**config.mk**
```make
export PLATFORM = sky130hd
export DESIGN_NAME = etc_ctrl
export DESIGN_NICKNAME = d
export VERILOG_FILES = /design/src/etc_pkg.sv /design/src/etc_ctrl.sv /design/src/etc_regs.sv
export SDC_FILE = /design/constraint.sdc
export NUM_CORES = 1
export LEC_CHECK = 0
export BUFFER_PORTS_ARGS = -buffer_cell sky130_fd_sc_hd__buf_2
export CAP_MARGIN = 40
export CORE_MARGIN = 5
export CORE_UTILIZATION = 35
export CTS_CLUSTER_DIAMETER = 80
export CTS_CLUSTER_SIZE = 20
export DETAILED_ROUTE_END_ITERATION = 6
export GPL_TIMING_DRIVEN = 1
export PLACE_DENSITY = 0.49
export SLEW_MARGIN = 15
export SYNTH_ARGS = -nofsm -noshare
export SYNTH_HDL_FRONTEND = slang
export SYNTH_HIERARCHICAL = 1
export SYNTH_SLANG_ARGS = --single-unit
```
**constraint.sdc**
```tcl
create_clock -name MCLK -period 28 [get_ports MCLK]
set_input_delay 7 -clock MCLK [delete_from_list [all_inputs] [get_ports MCLK]]
set_output_delay 7 -clock MCLK [all_outputs]
set_load 0.02 [all_outputs]
```
**src/etc_pkg.sv**
```systemverilog
// constants, types and helpers for the event triggered transfer controller
package etc_pkg;
    // register word indices on the slave bus
    localparam logic [31:0] IDX_ENABLE = 32'hFFFF8703;
    localparam logic [31:0] IDX_BASE = 32'hFFFF8708;
    localparam logic [31:0] IDX_STATUS = 32'hFFFF870C;
    localparam logic [7:0] ENABLE_RST = 8'h00;
    localparam logic [15:0] BASE_RST = 16'h0000;
    // status register fields
    localparam int ST_BUSY = 0;
    localparam int ST_SUSP = 1;
    localparam int ST_BAD = 2;
    localparam int ST_SRC_LO = 4;
    // vector table of 16-bit pointers, one per source
    localparam logic [31:0] VEC_BASE = 32'h00000400;
    // info block layout
    localparam logic [31:0] OFS_MODE = 32'h00000000;
    localparam logic [31:0] OFS_COUNT = 32'h00000002;
    localparam logic [31:0] OFS_SRC = 32'h00000008;
    localparam logic [31:0] OFS_DST = 32'h0000000C;
    localparam logic [31:0] INFO_STRIDE = 32'h00000010;
    // mode word fields
    localparam int SRC_STEP_LO = 14;
    localparam int DST_STEP_LO = 12;
    localparam int KIND_LO = 10;
    localparam int SIZE_LO = 8;
    localparam int BLOCK_SIDE_BIT = 7;
    localparam int CHAIN_BIT = 6;
    localparam int IRQ_EACH_BIT = 5;
    localparam int NMI_MODE_BIT = 4;
    localparam logic [1:0] STEP_INC = 2'h2;
    localparam logic [1:0] STEP_DEC = 2'h3;
    localparam logic [1:0] KIND_NORMAL = 2'h0;
    localparam logic [1:0] SIZE_BYTE = 2'h0;
    localparam logic [1:0] SIZE_WORD = 2'h1;
    localparam logic [1:0] SIZE_LONG = 2'h2;

    typedef struct packed {
        logic we;
        logic [1:0] size;
        logic [31:0] addr;
        logic [31:0] wdata;
    } etc_mem_s;

    typedef enum logic [3:0] {
        S_IDLE = 4'h0, S_VEC = 4'h1, S_MODE = 4'h2, S_CNT = 4'h3,
        S_SRC = 4'h4, S_DST = 4'h5, S_DRD = 4'h6, S_DWR = 4'h7,
        S_WCNT = 4'h8, S_WSRC = 4'h9, S_WDST = 4'hA, S_END = 4'hB
    } etc_state_e;

    // address after one unit, by step mode and unit size
    function automatic logic [31:0] etc_step(input logic [31:0] a, input logic [1:0] md,
                                             input logic [1:0] sz);
        logic [31:0] n;
        n = (sz == SIZE_WORD) ? 32'h2 : (sz == SIZE_LONG) ? 32'h4 : 32'h1;
        case (md)
            STEP_INC: etc_step = a + n;
            STEP_DEC: etc_step = a - n;
            default: etc_step = a;
        endcase
    endfunction

    // lowest set bit wins
    function automatic logic [2:0] etc_first(input logic [7:0] v);
        etc_first = 3'h0;
        for (int i = 7; i >= 0; i--) begin
            if (v[i]) begin
                etc_first = i[2:0];
            end
        end
    endfunction
endpackage

```
**src/etc_ctrl.sv**
```systemverilog
// event triggered transfer controller, normal mode with chaining
// Contract
// - source step field b'10 increments source
// - destination step field b'10 increments destination
// - transfer kind b'00 means normal mode
// - unit size b'00 moves one byte
// - block side bit 0 selects destination; the bit is decoded but unused, block mode is not built
// - chain bit set chains next block
// - irq select 0 interrupts at count end
// - nmi mode 0 suspends on nmi
// - count word sets number of transfers
// - data read from source pointer
// - data written to destination pointer
// - base register gives upper sixteen bits
// - enable bit set lets source activate
// - start address is base plus vector
// - mode, count, source, destination at fixed offsets
`timescale 1ns/10ps
`default_nettype none
module etc_ctrl (
    // clock and reset
    input wire logic MCLK,
    input wire logic RESET,
    // register slave
    input wire logic [31:0] AVS_ADDRESS,
    input wire logic AVS_READ,
    input wire logic AVS_WRITE,
    input wire logic [31:0] AVS_WRITEDATA,
    output logic [31:0] AVS_READDATA,
    output logic AVS_WAITREQUEST,
    // memory master
    output logic MEM_REQ,
    output etc_pkg::etc_mem_s MEM_CMD,
    input wire logic [31:0] MEM_RDATA,
    input wire logic MEM_ACK,
    // events
    input wire logic [7:0] IRQ_SRC,
    input wire logic NMI,
    // cpu interrupt
    output logic CPU_IRQ,
    output logic [2:0] CPU_IRQ_SRC
);
    etc_pkg::etc_state_e state_ff;
    etc_pkg::etc_state_e nxt_state;
    etc_pkg::etc_mem_s acc;
    etc_pkg::etc_mem_s cmd_ff;
    logic acc_en;
    logic req_ff;
    logic ack;
    logic [7:0] enable;
    logic [15:0] base;
    logic [7:0] src_q_ff;
    logic [7:0] pend_ff;
    logic [7:0] pend_clr;
    logic [7:0] en_clr;
    logic [2:0] cur_ff;
    logic [31:0] rf_ff;
    logic [15:0] mode_ff;
    logic [15:0] cnt_ff;
    logic [31:0] src_ff;
    logic [31:0] dst_ff;
    logic [31:0] data_ff;
    logic irq_ff;
    logic [2:0] irq_src_ff;
    logic [1:0] src_step;
    logic [1:0] dst_step;
    logic [1:0] kind;
    logic [1:0] usize;
    logic block_side;
    logic chain;
    logic irq_each;
    logic nmi_mode;
    logic bad_kind;
    logic nmi_hold;
    logic count_end;
    logic fin;

    // mode word decode
    assign src_step = mode_ff[etc_pkg::SRC_STEP_LO +: 2];
    assign dst_step = mode_ff[etc_pkg::DST_STEP_LO +: 2];
    assign kind = mode_ff[etc_pkg::KIND_LO +: 2];
    assign usize = mode_ff[etc_pkg::SIZE_LO +: 2];
    // block side only matters in block mode, which is not built
    assign block_side = mode_ff[etc_pkg::BLOCK_SIDE_BIT];
    assign chain = mode_ff[etc_pkg::CHAIN_BIT];
    assign irq_each = mode_ff[etc_pkg::IRQ_EACH_BIT];
    assign nmi_mode = mode_ff[etc_pkg::NMI_MODE_BIT];
    assign bad_kind = kind != etc_pkg::KIND_NORMAL;
    assign nmi_hold = NMI & ~nmi_mode;
    assign count_end = cnt_ff == 16'h0000;
    assign ack = req_ff & MEM_ACK;
    assign fin = state_ff == etc_pkg::S_END && !chain;

    assign MEM_REQ = req_ff;
    assign MEM_CMD = cmd_ff;
    assign CPU_IRQ = irq_ff;
    assign CPU_IRQ_SRC = irq_src_ff;

    etc_regs u_regs (
        .clk(MCLK),
        .rst(RESET),
        .address(AVS_ADDRESS),
        .read(AVS_READ),
        .write(AVS_WRITE),
        .writedata(AVS_WRITEDATA),
        .readdata(AVS_READDATA),
        .waitrequest(AVS_WAITREQUEST),
        .set_susp(state_ff == etc_pkg::S_DST && ack && nmi_hold && !bad_kind),
        .set_bad(state_ff == etc_pkg::S_DST && ack && bad_kind),
        .en_clr(en_clr),
        .busy(state_ff != etc_pkg::S_IDLE),
        .cur_src(cur_ff),
        .enable(enable),
        .base(base)
    );

    // rising edge of an enabled source makes it pending
    always_ff @(posedge MCLK or posedge RESET) begin
        if (RESET) begin
            src_q_ff <= 8'h00;
        end else begin
            src_q_ff <= IRQ_SRC & enable;
        end
    end

    always_comb begin
        pend_clr = 8'h00;
        if (fin || (state_ff == etc_pkg::S_DST && ack && bad_kind)) begin
            pend_clr[cur_ff] = 1'b1;
        end
        en_clr = 8'h00;
        if (fin && count_end && !irq_each) begin
            en_clr[cur_ff] = 1'b1;
        end
    end

    // new event wins over clear
    always_ff @(posedge MCLK or posedge RESET) begin
        if (RESET) begin
            pend_ff <= 8'h00;
        end else begin
            pend_ff <= (pend_ff & ~pend_clr) | (IRQ_SRC & enable & ~src_q_ff);
        end
    end

    always_ff @(posedge MCLK or posedge RESET) begin
        if (RESET) begin
            cur_ff <= 3'h0;
        end else if (state_ff == etc_pkg::S_IDLE && |pend_ff) begin
            cur_ff <= etc_pkg::etc_first(pend_ff);
        end
    end

    always_comb begin
        nxt_state = state_ff;
        case (state_ff)
            etc_pkg::S_IDLE: begin
                if (|pend_ff) nxt_state = etc_pkg::S_VEC;
            end
            etc_pkg::S_VEC: if (ack) nxt_state = etc_pkg::S_MODE;
            etc_pkg::S_MODE: if (ack) nxt_state = etc_pkg::S_CNT;
            etc_pkg::S_CNT: if (ack) nxt_state = etc_pkg::S_SRC;
            etc_pkg::S_SRC: if (ack) nxt_state = etc_pkg::S_DST;
            etc_pkg::S_DST: begin
                if (ack) nxt_state = (bad_kind || nmi_hold) ? etc_pkg::S_IDLE : etc_pkg::S_DRD;
            end
            etc_pkg::S_DRD: if (ack) nxt_state = etc_pkg::S_DWR;
            etc_pkg::S_DWR: if (ack) nxt_state = etc_pkg::S_WCNT;
            etc_pkg::S_WCNT: if (ack) nxt_state = etc_pkg::S_WSRC;
            etc_pkg::S_WSRC: if (ack) nxt_state = etc_pkg::S_WDST;
            etc_pkg::S_WDST: if (ack) nxt_state = etc_pkg::S_END;
            etc_pkg::S_END: nxt_state = chain ? etc_pkg::S_MODE : etc_pkg::S_IDLE;
            default: nxt_state = etc_pkg::S_IDLE;
        endcase
    end

    always_ff @(posedge MCLK or posedge RESET) begin
        if (RESET) begin
            state_ff <= etc_pkg::S_IDLE;
        end else begin
            state_ff <= nxt_state;
        end
    end

    // memory access wanted in each state except idle and end
    always_comb begin
        acc_en = 1'b1;
        acc.we = 1'b0;
        acc.size = etc_pkg::SIZE_LONG;
        acc.addr = 32'h00000000;
        acc.wdata = 32'h00000000;
        case (state_ff)
            etc_pkg::S_VEC: begin
                acc.size = etc_pkg::SIZE_WORD;
                acc.addr = etc_pkg::VEC_BASE + {28'h0000000, cur_ff, 1'b0};
            end
            etc_pkg::S_MODE: begin
                acc.size = etc_pkg::SIZE_WORD;
                acc.addr = rf_ff + etc_pkg::OFS_MODE;
            end
            etc_pkg::S_CNT: begin
                acc.size = etc_pkg::SIZE_WORD;
                acc.addr = rf_ff + etc_pkg::OFS_COUNT;
            end
            etc_pkg::S_SRC: acc.addr = rf_ff + etc_pkg::OFS_SRC;
            etc_pkg::S_DST: acc.addr = rf_ff + etc_pkg::OFS_DST;
            etc_pkg::S_DRD: begin
                acc.size = usize;
                acc.addr = src_ff;
            end
            etc_pkg::S_DWR: begin
                acc.we = 1'b1;
                acc.size = usize;
                acc.addr = dst_ff;
                acc.wdata = data_ff;
            end
            etc_pkg::S_WCNT: begin
                acc.we = 1'b1;
                acc.size = etc_pkg::SIZE_WORD;
                acc.addr = rf_ff + etc_pkg::OFS_COUNT;
                acc.wdata = {16'h0000, cnt_ff};
            end
            etc_pkg::S_WSRC: begin
                acc.we = 1'b1;
                acc.addr = rf_ff + etc_pkg::OFS_SRC;
                acc.wdata = src_ff;
            end
            etc_pkg::S_WDST: begin
                acc.we = 1'b1;
                acc.addr = rf_ff + etc_pkg::OFS_DST;
                acc.wdata = dst_ff;
            end
            default: acc_en = 1'b0;
        endcase
    end

    // request held from flops until acknowledged
    always_ff @(posedge MCLK or posedge RESET) begin
        if (RESET) begin
            req_ff <= 1'b0;
            cmd_ff <= '0;
        end else if (ack) begin
            req_ff <= 1'b0;
        end else if (!req_ff && acc_en) begin
            req_ff <= 1'b1;
            cmd_ff <= acc;
        end
    end

    // info block working copy
    always_ff @(posedge MCLK or posedge RESET) begin
        if (RESET) begin
            rf_ff <= 32'h00000000;
            mode_ff <= 16'h0000;
            cnt_ff <= 16'h0000;
            src_ff <= 32'h00000000;
            dst_ff <= 32'h00000000;
            data_ff <= 32'h00000000;
        end else begin
            case (state_ff)
                etc_pkg::S_VEC: if (ack) rf_ff <= {base, MEM_RDATA[15:0]};
                etc_pkg::S_MODE: if (ack) mode_ff <= MEM_RDATA[15:0];
                etc_pkg::S_CNT: if (ack) cnt_ff <= MEM_RDATA[15:0];
                etc_pkg::S_SRC: if (ack) src_ff <= MEM_RDATA;
                etc_pkg::S_DST: if (ack) dst_ff <= MEM_RDATA;
                etc_pkg::S_DRD: if (ack) data_ff <= MEM_RDATA;
                etc_pkg::S_DWR: begin
                    if (ack) begin
                        cnt_ff <= cnt_ff - 16'h0001;
                        src_ff <= etc_pkg::etc_step(src_ff, src_step, usize);
                        dst_ff <= etc_pkg::etc_step(dst_ff, dst_step, usize);
                    end
                end
                etc_pkg::S_END: if (chain) rf_ff <= rf_ff + etc_pkg::INFO_STRIDE;
                default: rf_ff <= rf_ff;
            endcase
        end
    end

    // cpu request at count end, or each transfer when selected
    always_ff @(posedge MCLK or posedge RESET) begin
        if (RESET) begin
            irq_ff <= 1'b0;
            irq_src_ff <= 3'h0;
        end else begin
            irq_ff <= state_ff == etc_pkg::S_END && (count_end || irq_each);
            if (state_ff == etc_pkg::S_END) begin
                irq_src_ff <= cur_ff;
            end
        end
    end
endmodule
`default_nettype wire

```
**src/etc_regs.sv**
```systemverilog
// slave register file for the transfer controller
`timescale 1ns/10ps
`default_nettype none
module etc_regs (
    // clock and reset
    input wire logic clk,
    input wire logic rst,
    // slave bus
    input wire logic [31:0] address,
    input wire logic read,
    input wire logic write,
    input wire logic [31:0] writedata,
    output logic [31:0] readdata,
    output logic waitrequest,
    // controller side
    input wire logic set_susp,
    input wire logic set_bad,
    input wire logic [7:0] en_clr,
    input wire logic busy,
    input wire logic [2:0] cur_src,
    output logic [7:0] enable,
    output logic [15:0] base
);
    logic done_ff;
    logic [31:0] rdata_ff;
    logic [7:0] en_ff;
    logic [15:0] base_ff;
    logic susp_ff;
    logic bad_ff;
    logic wr_ok;

    // one wait state on every access
    assign waitrequest = (read | write) & ~done_ff;
    assign wr_ok = write & done_ff;
    assign readdata = rdata_ff;
    assign enable = en_ff;
    assign base = base_ff;

    always_ff @(posedge clk or posedge rst) begin
        if (rst) begin
            done_ff <= 1'b0;
        end else begin
            done_ff <= (read | write) & ~done_ff;
        end
    end

    always_ff @(posedge clk or posedge rst) begin
        if (rst) begin
            rdata_ff <= 32'h00000000;
        end else if (read & ~done_ff) begin
            case (address)
                etc_pkg::IDX_ENABLE: rdata_ff <= {24'h000000, en_ff};
                etc_pkg::IDX_BASE: rdata_ff <= {16'h0000, base_ff};
                etc_pkg::IDX_STATUS: begin
                    rdata_ff <= 32'h00000000;
                    rdata_ff[etc_pkg::ST_BUSY] <= busy;
                    rdata_ff[etc_pkg::ST_SUSP] <= susp_ff;
                    rdata_ff[etc_pkg::ST_BAD] <= bad_ff;
                    rdata_ff[etc_pkg::ST_SRC_LO +: 3] <= cur_src;
                end
                default: rdata_ff <= 32'h00000000;
            endcase
        end
    end

    // software write wins over end-of-count clear
    always_ff @(posedge clk or posedge rst) begin
        if (rst) begin
            en_ff <= etc_pkg::ENABLE_RST;
            base_ff <= etc_pkg::BASE_RST;
        end else begin
            if (wr_ok && address == etc_pkg::IDX_ENABLE) begin
                en_ff <= writedata[7:0];
            end else begin
                en_ff <= en_ff & ~en_clr;
            end
            if (wr_ok && address == etc_pkg::IDX_BASE) begin
                base_ff <= writedata[15:0];
            end
        end
    end

    // sticky flags, write one to clear, set wins
    always_ff @(posedge clk or posedge rst) begin
        if (rst) begin
            susp_ff <= 1'b0;
            bad_ff <= 1'b0;
        end else begin
            if (set_susp) begin
                susp_ff <= 1'b1;
            end else if (wr_ok && address == etc_pkg::IDX_STATUS && writedata[etc_pkg::ST_SUSP]) begin
                susp_ff <= 1'b0;
            end
            if (set_bad) begin
                bad_ff <= 1'b1;
            end else if (wr_ok && address == etc_pkg::IDX_STATUS && writedata[etc_pkg::ST_BAD]) begin
                bad_ff <= 1'b0;
            end
        end
    end
endmodule
`default_nettype wire

```
### Word-level counts from Yosys, hierarchy flattened

Index checks and enable logic that the tools add are counted.

| word-level totals | value |
|---|---|
| register bits | 314 |
| bits in latches | 0 |
| RAM bits | 0 |
| memory bits (read-only) | 0 |
| input port bits | 110 |
| output and inout bits | 105 |
| memories kept | 0 |

| operators by class | value |
|---|---|
| $add $sub $neg | 10 |
| multiply operators | 0 |
| divide/modulo/power cells | 0 |
| order comparisons | 2 |
| equal/unequal tests | 34 |
| shift operators | 0 |
| multiplexer cells | 54 |
| bitwise gates (word level) | 17 |
| reduce and logical (&&, ||, !) cells | 50 |

Operator list:

| operator | number |
|---|---|
| $pmux W32 S2 | 5 |
| $pmux W32 S7 | 1 |
| $mux W32 | 5 |
| $pmux W32 S4 | 1 |
| $eq A32 B32 Y1 const B | 3 |
| $add A32 B4 Y32 const B | 2 |
| $pmux W16 S3 | 1 |
| $pmux W4 S12 | 1 |
| $mux W4 | 11 |
| $mux W3 | 11 |
| $add A32 B2 Y32 const B | 1 |
| $add A32 B3 Y32 | 1 |
| $add A32 B32 Y32 | 1 |
| $add A32 B5 Y32 const B | 1 |
| $and A8 B8 Y8 | 4 |
| $mux W16 | 2 |
| $pmux W16 S2 | 1 |
| $sub A32 B3 Y32 | 1 |
| $sub A32 B32 Y32 | 1 |
| $mux W8 | 3 |
| $not A8 Y8 | 3 |
| $ne A2 B2 Y1 const B | 11 |
| $eq A4 B3 Y1 const B | 4 |
| $eq A4 B4 Y1 const B | 4 |
| other kinds (33) | 88 |

### Longest topological paths before layout

Gate-level depths: netlist of run 1.

| logic depth | value |
|---|---|
| word-level depth | 8 |
| depth in mapped cells | 15 |

### Hierarchy

Netlist of run 1, hierarchy kept.

Modules (own cells, without submodules):

| module | times used | cells each | area an instance (sq um) | seq. area each (sq um) |
|---|---|---|---|---|
| etc_ctrl | 1 | 1971 | 16259.3 | 6256.0 |
| etc_regs | 1 | 179 | 2090.8 | 1076.0 |

### Worst setup path before layout of run 1

OpenSTA, ideal clock, no wires.

| path | value |
|---|---|
| path kind | in2out |
| from | input AVS_WRITE |
| to | output AVS_WAITREQUEST |
| arrival time | 7.330 ns |
| data required time | 21.000 ns |
| setup slack | 13.669 ns |
| stages on the path | 2 |
| buffers on the path | 0 |
| path through | nor2_1 nor2_1 |

| between the ends | value |
|---|---|
| word-level cells in the longest chain between the ends | 2 |

Ends and longest elaborated chain:

| what | RTL line | source |
|---|---|---|
| from (decl) | etc_ctrl.sv:27 | `input wire logic AVS_WRITE,` |
| $or A1 B1 Y1 | etc_regs.sv:33 | `assign waitrequest = (read \| write) & ~done_ff;` |
| $and A1 B1 Y1 | etc_regs.sv:33 |  |
| to (decl) | etc_ctrl.sv:30 | `output logic AVS_WAITREQUEST,` |

No other way between the ends.

### Worst setup path in the final report of run 1

| path | value |
|---|---|
| from | input AVS_READ |
| to | output AVS_WAITREQUEST |

| between the ends | value |
|---|---|
| word-level cells in the longest chain between the ends | 2 |

Ends and longest elaborated chain:

| what | RTL line | source |
|---|---|---|
| from (decl) | etc_ctrl.sv:26 | `input wire logic AVS_READ,` |
| $or A1 B1 Y1 | etc_regs.sv:33 |  |
| $and A1 B1 Y1 | etc_regs.sv:33 |  |

No other way between the ends.

==> flow_summary.ini, run 1 <==
[pwr]
cellLeakagePower_nw = 9.564
power_density_nw_per_um2 = 105.6
internal-power_mw = 1.154
switchingPower_mw = 1.056
p_sw_frac = 0.4778
clockPowerShare = 0.172
sequentialPowerShare = 0.330
ir_worst_vdd_v = 0.00004613
p_comb_frac = 0.498

[sta]
finalMaxSlewViolations = 0
finalHoldViolCount = 0
tns_ns = 0
final.setup_skew_ns = 0.02811
final.min_clock_period_ns = 14.42
setup_viol = 0
clock.fmax_ghz = 0.06934
rsz0062_at_grt = no
worstMarginPinSlew_ns = 0.8260
slew_headroom = 0.4482
period_share = 0.5151

[setup_path]
r2r_cells = 15
reg2reg_from = mode_ff[8]
crit_arrival_ns = 7.42
cp-end-kind = primary output
crit_family = buffers and inverters
critical_path.cell_chain = buf_2 -> nor2_1 -> nor2_1 -> buf_2
path_class = input pin to primary output
worst_setup_path_start_kind = input pin
reg2reg_slack_ns = 23.98
crit_fanout = 3
worst-path-buf-inv = 2
crit_path_top_delay_cell = buf_2
cp_slowest_stage_delay_ns = 0.18
r2r-end = dst_ff[30]
cp.required_ns = 21.00

[synth]
netlist_area_sq_um = 18350
synthCells = 2150
synth_top_area_cell = dfrtp_1
yosys_warnings = 6
synthArstFlopShare = 1.000
synth_top_flop_cell = dfrtp_1
ys_seq_elements = 293
avgSynthCellArea_sq_um = 8.535
synth.area.top_cells = dfrtp_1, o21ai_0, nand2_1
synth_cell_types = 85
synth_top_cell_area_share = 0.3996
seq_area_frac_synth = 0.3996
synth-edff-count = 0

[detailed_routing]
wirelength_mm = 65.89
vias_per_cell = 5.705
drt_iter0_drc = 1301
ant_nets = 0
first_pass_iters = 5
vias = 17019
wl_per_cell_um = 22.09
drc = 0

[hold_path]
min_to = pend_ff[6]
hold_start = src_q_ff[6]
hold_path_class = flip-flop to flip-flop
min_path_cells = 1

[clocking]
post_cts_resized = 0
ctsHoldBuffers = 0
cts_buffer_depth = 3
clkSinkCount = 293
cts_tree = built
cts_root_buffer = clkbuf_16
cts_made_buffers = 24
insertion_delay_ns = 0.57
cts_setup_buffers = 0
h-tree-depth = 1
clk_pin_slew_ns = 0.08

[placement]
gp_congestion = 0.9117
numPortBuffers = 182
dpl.hpwl_mm = 48.82

[final_layout]
area_growth_pct = 14.05
final_core_util = 0.4006
drive_above_1_share = 0.1625
nFillCells = 5288
nNetsFinal = 2462
num_antenna_cells = 0

[die]
io_pins = 215
die_height_um = 239.0
die_area_sq_um = 57110
die_x_um = 239.0
initial_core_util = 0.3513
rows = 84
core_sq_um = 52240

[global_routing]
grt.overflow.total = 0
grt_pass1_vias = 16687
antenna_found_initial = 6
grt_max_degree = 70
grt_pass1_wl_mm = 101.1
grt_usage = 0.2241

[run_status]
status = completed

[flow_run]
maxCapViolCount = 0
==> synthesized netlist by cell type, types with 10 or more instances <==
master,n
a21o_1,46
a31oi_1,29
and2_1,23
nand4_1,29
nand3_1,37
inv_1,53
buf_4,16
nor2b_1,21
a22o_1,24
dfrtp_1,293
o31ai_1,17
nor2_1,194
nor3_1,43
o21ai_0,241
xor2_1,22
mux2_4,10
nand2_1,287
a22oi_1,19
buf_1,15
a222oi_1,21
nor4_1,10
a21oi_1,200
a211oi_1,14
o22ai_1,13
and3_1,23
mux2_2,61
nand2b_1,26
a221oi_1,32
clkbuf_1,95
ha_1,72
xnor2_1,30
==> cells by family after synthesis <==
kind of cell	after synthesis	share of synthesized area
AO/OA/AOI/OAI	738	0.2504
AND/OR/NAND/NOR	725	0.1808
flip-flops	293	0.3996
buffers and inverters	187	0.04234
multiplexers	80	0.05053
adder cells (fa/ha/maj)	74	0.05127
XOR/XNOR	52	0.02482
other	1	0.0002044
==> routing by layer <==
metal,vias up,GRT usage,wire length [um]
li1,8045,-,-
met1,8328,0.3077,28850
met2,537,0.3658,30730
met3,107,0.03680,4182
met4,2,0.06761,2122
met5,-,0,13
==> cell type report <==
class	instances	area (sq um)	area share
well taps	688	860.8	0.04113
clock buffers	28	646.9	0.03091
inverters	54	210.2	0.01004
multi-input cells	1685	10360	0.4949
repair buffers	220	1313	0.06272
flip-flops and latches	293	7332	0.3504
clock inverters	15	207.7	0.009925
==> worst register-to-register path: stages, from the launching register on <==
cell and delay, ns:
dfrtp_1 0.39, inv_1 0.09, ha_1 0.31, ha_1 0.17, inv_1 0.05, fa_1 0.43, a211oi_1 0.26, nor2_1 0.12
o31ai_2 0.35, o31ai_1 0.26, a21oi_2 0.35, o31ai_2 0.18, a41o_1 0.29, o31ai_1 0.26, mux2i_1 0.23, o211ai_1 0.10
==> flip-flops by register name, summed over array words and instances, names as in the netlist <==
signal / cells
MEM_CMD: 67
data_ff: 32
dst_ff: 32
rf_ff: 32
src_ff: 32
cnt_ff: 16
u_regs/base: 16
u_regs/readdata: 16
mode_ff: 11
pend_ff: 8
src_q_ff: 8
u_regs/enable: 8
state_ff: 4
CPU_IRQ_SRC: 3
cur_ff: 3
CPU_IRQ: 1
MEM_REQ: 1
u_regs/bad_ff: 1
u_regs/done_ff: 1
u_regs/susp_ff: 1
==> stage by stage <==
step           instances  setup slack [ns]  power (mW)  instance area [sq um]  hold slack, ns
2_1_floorplan       2165             13.67       1.459                  18410          0.4104
3_3_place_gp        2929             13.57       1.800                  19870          0.4151
3_5_place_dp        2939             13.58       1.830                  20050          0.4185
4_1_cts             2982             13.58       2.222                  20910          0.4301
5_1_grt             2983             13.53       2.380                  20930          0.4475
6_report            2983             13.58       2.210                  20930          0.4267
==> how the worst max path moves through the flow <==
stage,from,end,cells past startpoint
CTS,AVS_READ,AVS_WAITREQUEST,4
finish,AVS_READ,AVS_WAITREQUEST,4
global placement,AVS_WRITE,AVS_WAITREQUEST,4
floorplan,AVS_WRITE,AVS_WAITREQUEST,2
detailed placement,AVS_READ,AVS_WAITREQUEST,4
global route,AVS_READ,AVS_WAITREQUEST,4
==> power by group through the flow <==
| stage | Combinational [mW] | Sequential [mW] | Clock, mW |
|---|---|---|---|
| after global routing | 1.22 | 0.749 | 0.407 |
| after floorplan | 0.783 | 0.676 | 0 |
| after CTS | 1.10 | 0.726 | 0.394 |
| final | 1.10 | 0.729 | 0.380 |
| after global placement | 1.07 | 0.730 | 0 |
| after detailed placement | 1.10 | 0.734 | 0 |
==> cell usage in the layout (no fill, tap or decap), types with 5 or more instances in the layout <==
master / instances
a211oi_1: 14
a21o_1: 46
a21oi_1: 200
a221oi_1: 32
a222oi_1: 21
a22o_1: 24
a22oi_1: 19
a31oi_1: 29
and2_1: 23
and3_1: 23
buf_2: 182
buf_4: 28
clkbuf_16: 25
conb_1: 16
dfrtp_1: 293
ha_1: 72
inv_1: 51
mux2_2: 61
mux2_4: 10
mux2i_1: 9
nand2_1: 285
nand2b_1: 26
nand3_1: 36
nand4_1: 29
nor2_1: 188
nor2b_1: 21
nor3_1: 41
nor4_1: 10
o211ai_1: 5
o21a_1: 9
o21ai_0: 241
o21ai_1: 8
o21bai_1: 8
o22a_1: 5
o22ai_1: 13
o31ai_1: 17
or2_2: 6
or3_1: 6
xnor2_1: 30
xor2_1: 22
Power figures use the tool's default switching activity.
==> run 2: changes to the inputs <==
- ABC_AREA: unset -> 1
- clock period: 28 -> 13.9 ns (I/O delays scaled with it)
==> flow_summary.ini, run 2 <==
[setup_path]
reg2reg_slack_ns = 10.12
critical_path.cell_chain = buf_2 -> nor2_1 -> nor2_1 -> buf_2
worst_setup_path_start_kind = input pin
r2r-end = dst_ff[1]
crit_fanout = 2
r2r_cells = 10
cp_slowest_stage_delay_ns = 0.18
crit_arrival_ns = 3.90
crit_path_top_delay_cell = buf_2
path_class = input pin to primary output
crit_family = buffers and inverters
cp-end-kind = primary output
cp.required_ns = 10.43
worst-path-buf-inv = 2
reg2reg_from = state_ff[0]

[clocking]
cts_buffer_depth = 3
clk_pin_slew_ns = 0.08
cts_made_buffers = 25
clkSinkCount = 293
h-tree-depth = 1
post_cts_resized = 0
cts_setup_buffers = 0
ctsHoldBuffers = 0
insertion_delay_ns = 0.61
cts_root_buffer = clkbuf_16
cts_tree = built

[detailed_routing]
first_pass_iters = 6
vias_per_cell = 5.184
drt_iter0_drc = 1998
wl_per_cell_um = 20.50
drc = 0
vias = 21405
wirelength_mm = 84.66
ant_nets = 0

[run_status]
status = completed

[synth]
yosysMostFrequentCell = nand2_1
synth_top_cell_area_share = 0.3526
synth_top_area_cell = dfrtp_1
seq_area_frac_synth = 0.3526
synth-edff-count = 0
synth_cell_types = 52
synth.area.top_cells = dfrtp_1, nand2_1, inv_1
yosys_warnings = 6
netlist_area_sq_um = 20790
synth_commonest_cells = nand2_1, inv_1, nor2_1
synth_top_flop_cell = dfrtp_1
synthArstFlopShare = 1.000
ys_seq_elements = 293
avgSynthCellArea_sq_um = 6.513
synthCells = 3193

[final_layout]
final_core_util = 0.3974
stdcell_area_sq_um = 23410
nNetsFinal = 3521
drive_above_1_share = 0.09988
mostFrequentLayoutCells = nand2_1, inv_1, nor2_1, dfrtp_1, o21ai_0
largest_reg_flops = 67
nFillCells = 6402
area_growth_pct = 12.58
final_common_cell = nand2_1
fin_cells = 4129

[global_routing]
grt_pass1_wl_mm = 125.8
grt_usage = 0.2547
grt_pass1_vias = 19943
antenna_found_initial = 1
grt_max_degree = 132
grt.overflow.total = 0

[die]
die_x_um = 253.8
initial_core_util = 0.3530
rows = 89
io_pins = 215
die_area_sq_um = 64390
die_height_um = 253.8
core_sq_um = 58910

[pwr]
p_comb_frac = 0.063
internal-power_mw = 1.247
cellLeakagePower_nw = 12.41
ir_worst_vdd_v = 0.00009367
switchingPower_mw = 0.4870
p_sw_frac = 0.2809
sequentialPowerShare = 0.497
power_density_nw_per_um2 = 74.06
clockPowerShare = 0.440

[sta]
setup_viol = 0
period_share = 0.5306
worstMarginPinSlew_ns = 1.059
rsz0062_at_grt = no
final.setup_skew_ns = 0.02189
final.min_clock_period_ns = 7.375
slew_headroom = 0.2939
finalMaxSlewViolations = 0
finalHoldViolCount = 0
clock.fmax_ghz = 0.1356
tns_ns = 0

[hold_path]
min_path_cells = 1
hold_start = src_q_ff[5]
hold_path_class = flip-flop to flip-flop
min_to = pend_ff[5]

[placement]
gp_congestion = 0.9572
placed_area_sq_um = 22530
dp.cells = 4082
dpl.hpwl_mm = 66.91
numPortBuffers = 182

[flow_run]
maxCapViolCount = 0
==> run 2: power groups by stage <==
stage | logic [mW] | registers [mW] | clock network, mW
floorplan | 0.0528 | 0.883 | 0
global placement | 0.107 | 0.878 | 0
detailed placement | 0.110 | 0.878 | 0
CTS | 0.110 | 0.861 | 0.780
global route | 0.120 | 0.862 | 0.809
finish | 0.109 | 0.861 | 0.763
==> run 2: stage by stage <==
| stage | power [mW] | hold WS [ns] | worst slack (ns) |
|---|---|---|---|
| after floorplan | 0.9357 | 0.4104 | 3.553 |
| after global placement | 0.9846 | 0.4163 | 6.516 |
| after detailed placement | 0.9877 | 0.4203 | 6.531 |
| after CTS | 1.751 | 0.4323 | 6.531 |
| after global routing | 1.791 | 0.4575 | 6.513 |
| final | 1.734 | 0.4319 | 6.525 |
==> run 2: worst max path at each step <==
| stage | start | depth (start not counted) | end |
|---|---|---|---|
| 4_1_cts | AVS_READ | 4 | AVS_WAITREQUEST |
| 2_1_floorplan | RESET | 1 | CPU_IRQ |
| 6_report | AVS_READ | 4 | AVS_WAITREQUEST |
| 5_1_grt | AVS_WRITE | 4 | AVS_WAITREQUEST |
| 3_5_place_dp | AVS_READ | 4 | AVS_WAITREQUEST |
| 3_3_place_gp | AVS_WRITE | 4 | AVS_WAITREQUEST |
==> run 2: layout make-up <==
class	count	area, sq um	area share
clock inverter	16	201.4	0.008605
timing repair buffer	210	1249	0.05334
sequential	293	7332	0.3132
antenna	2	5.005	0.0002138
multi-input combinational	2322	11180	0.4776
inverter	485	1828	0.07809
clock buffer	28	646.9	0.02763
tap	773	967.2	0.04131
==> run 2: layer usage <==
metal / track usage / vias to the layer above / part of all wire
li1: - / 10503 / -
met2: 0.3667 / 675 / 0.41
met1: 0.3964 / 10149 / 0.49
met3: 0.04247 / 78 / 0.074
met5: 0 / - / 0
met4: 0.06229 / 0 / 0.027
==> run 2: kinds of logic (layout without fill, tap and decap cells) <==
| logic type | count (synthesis) | count (layout) | share of synthesized area |
|---|---|---|---|
| XOR/XNOR | 19 | 19 | 0.008002 |
| AO/OA/AOI/OAI | 573 | 573 | 0.1566 |
| adder cells (fa/ha/maj) | 74 | 74 | 0.04525 |
| other | 1 | 18 | 0.0001803 |
| AND/OR/NAND/NOR | 1640 | 1640 | 0.3240 |
| buffers and inverters | 593 | 739 | 0.1134 |
| flip-flops | 293 | 293 | 0.3526 |
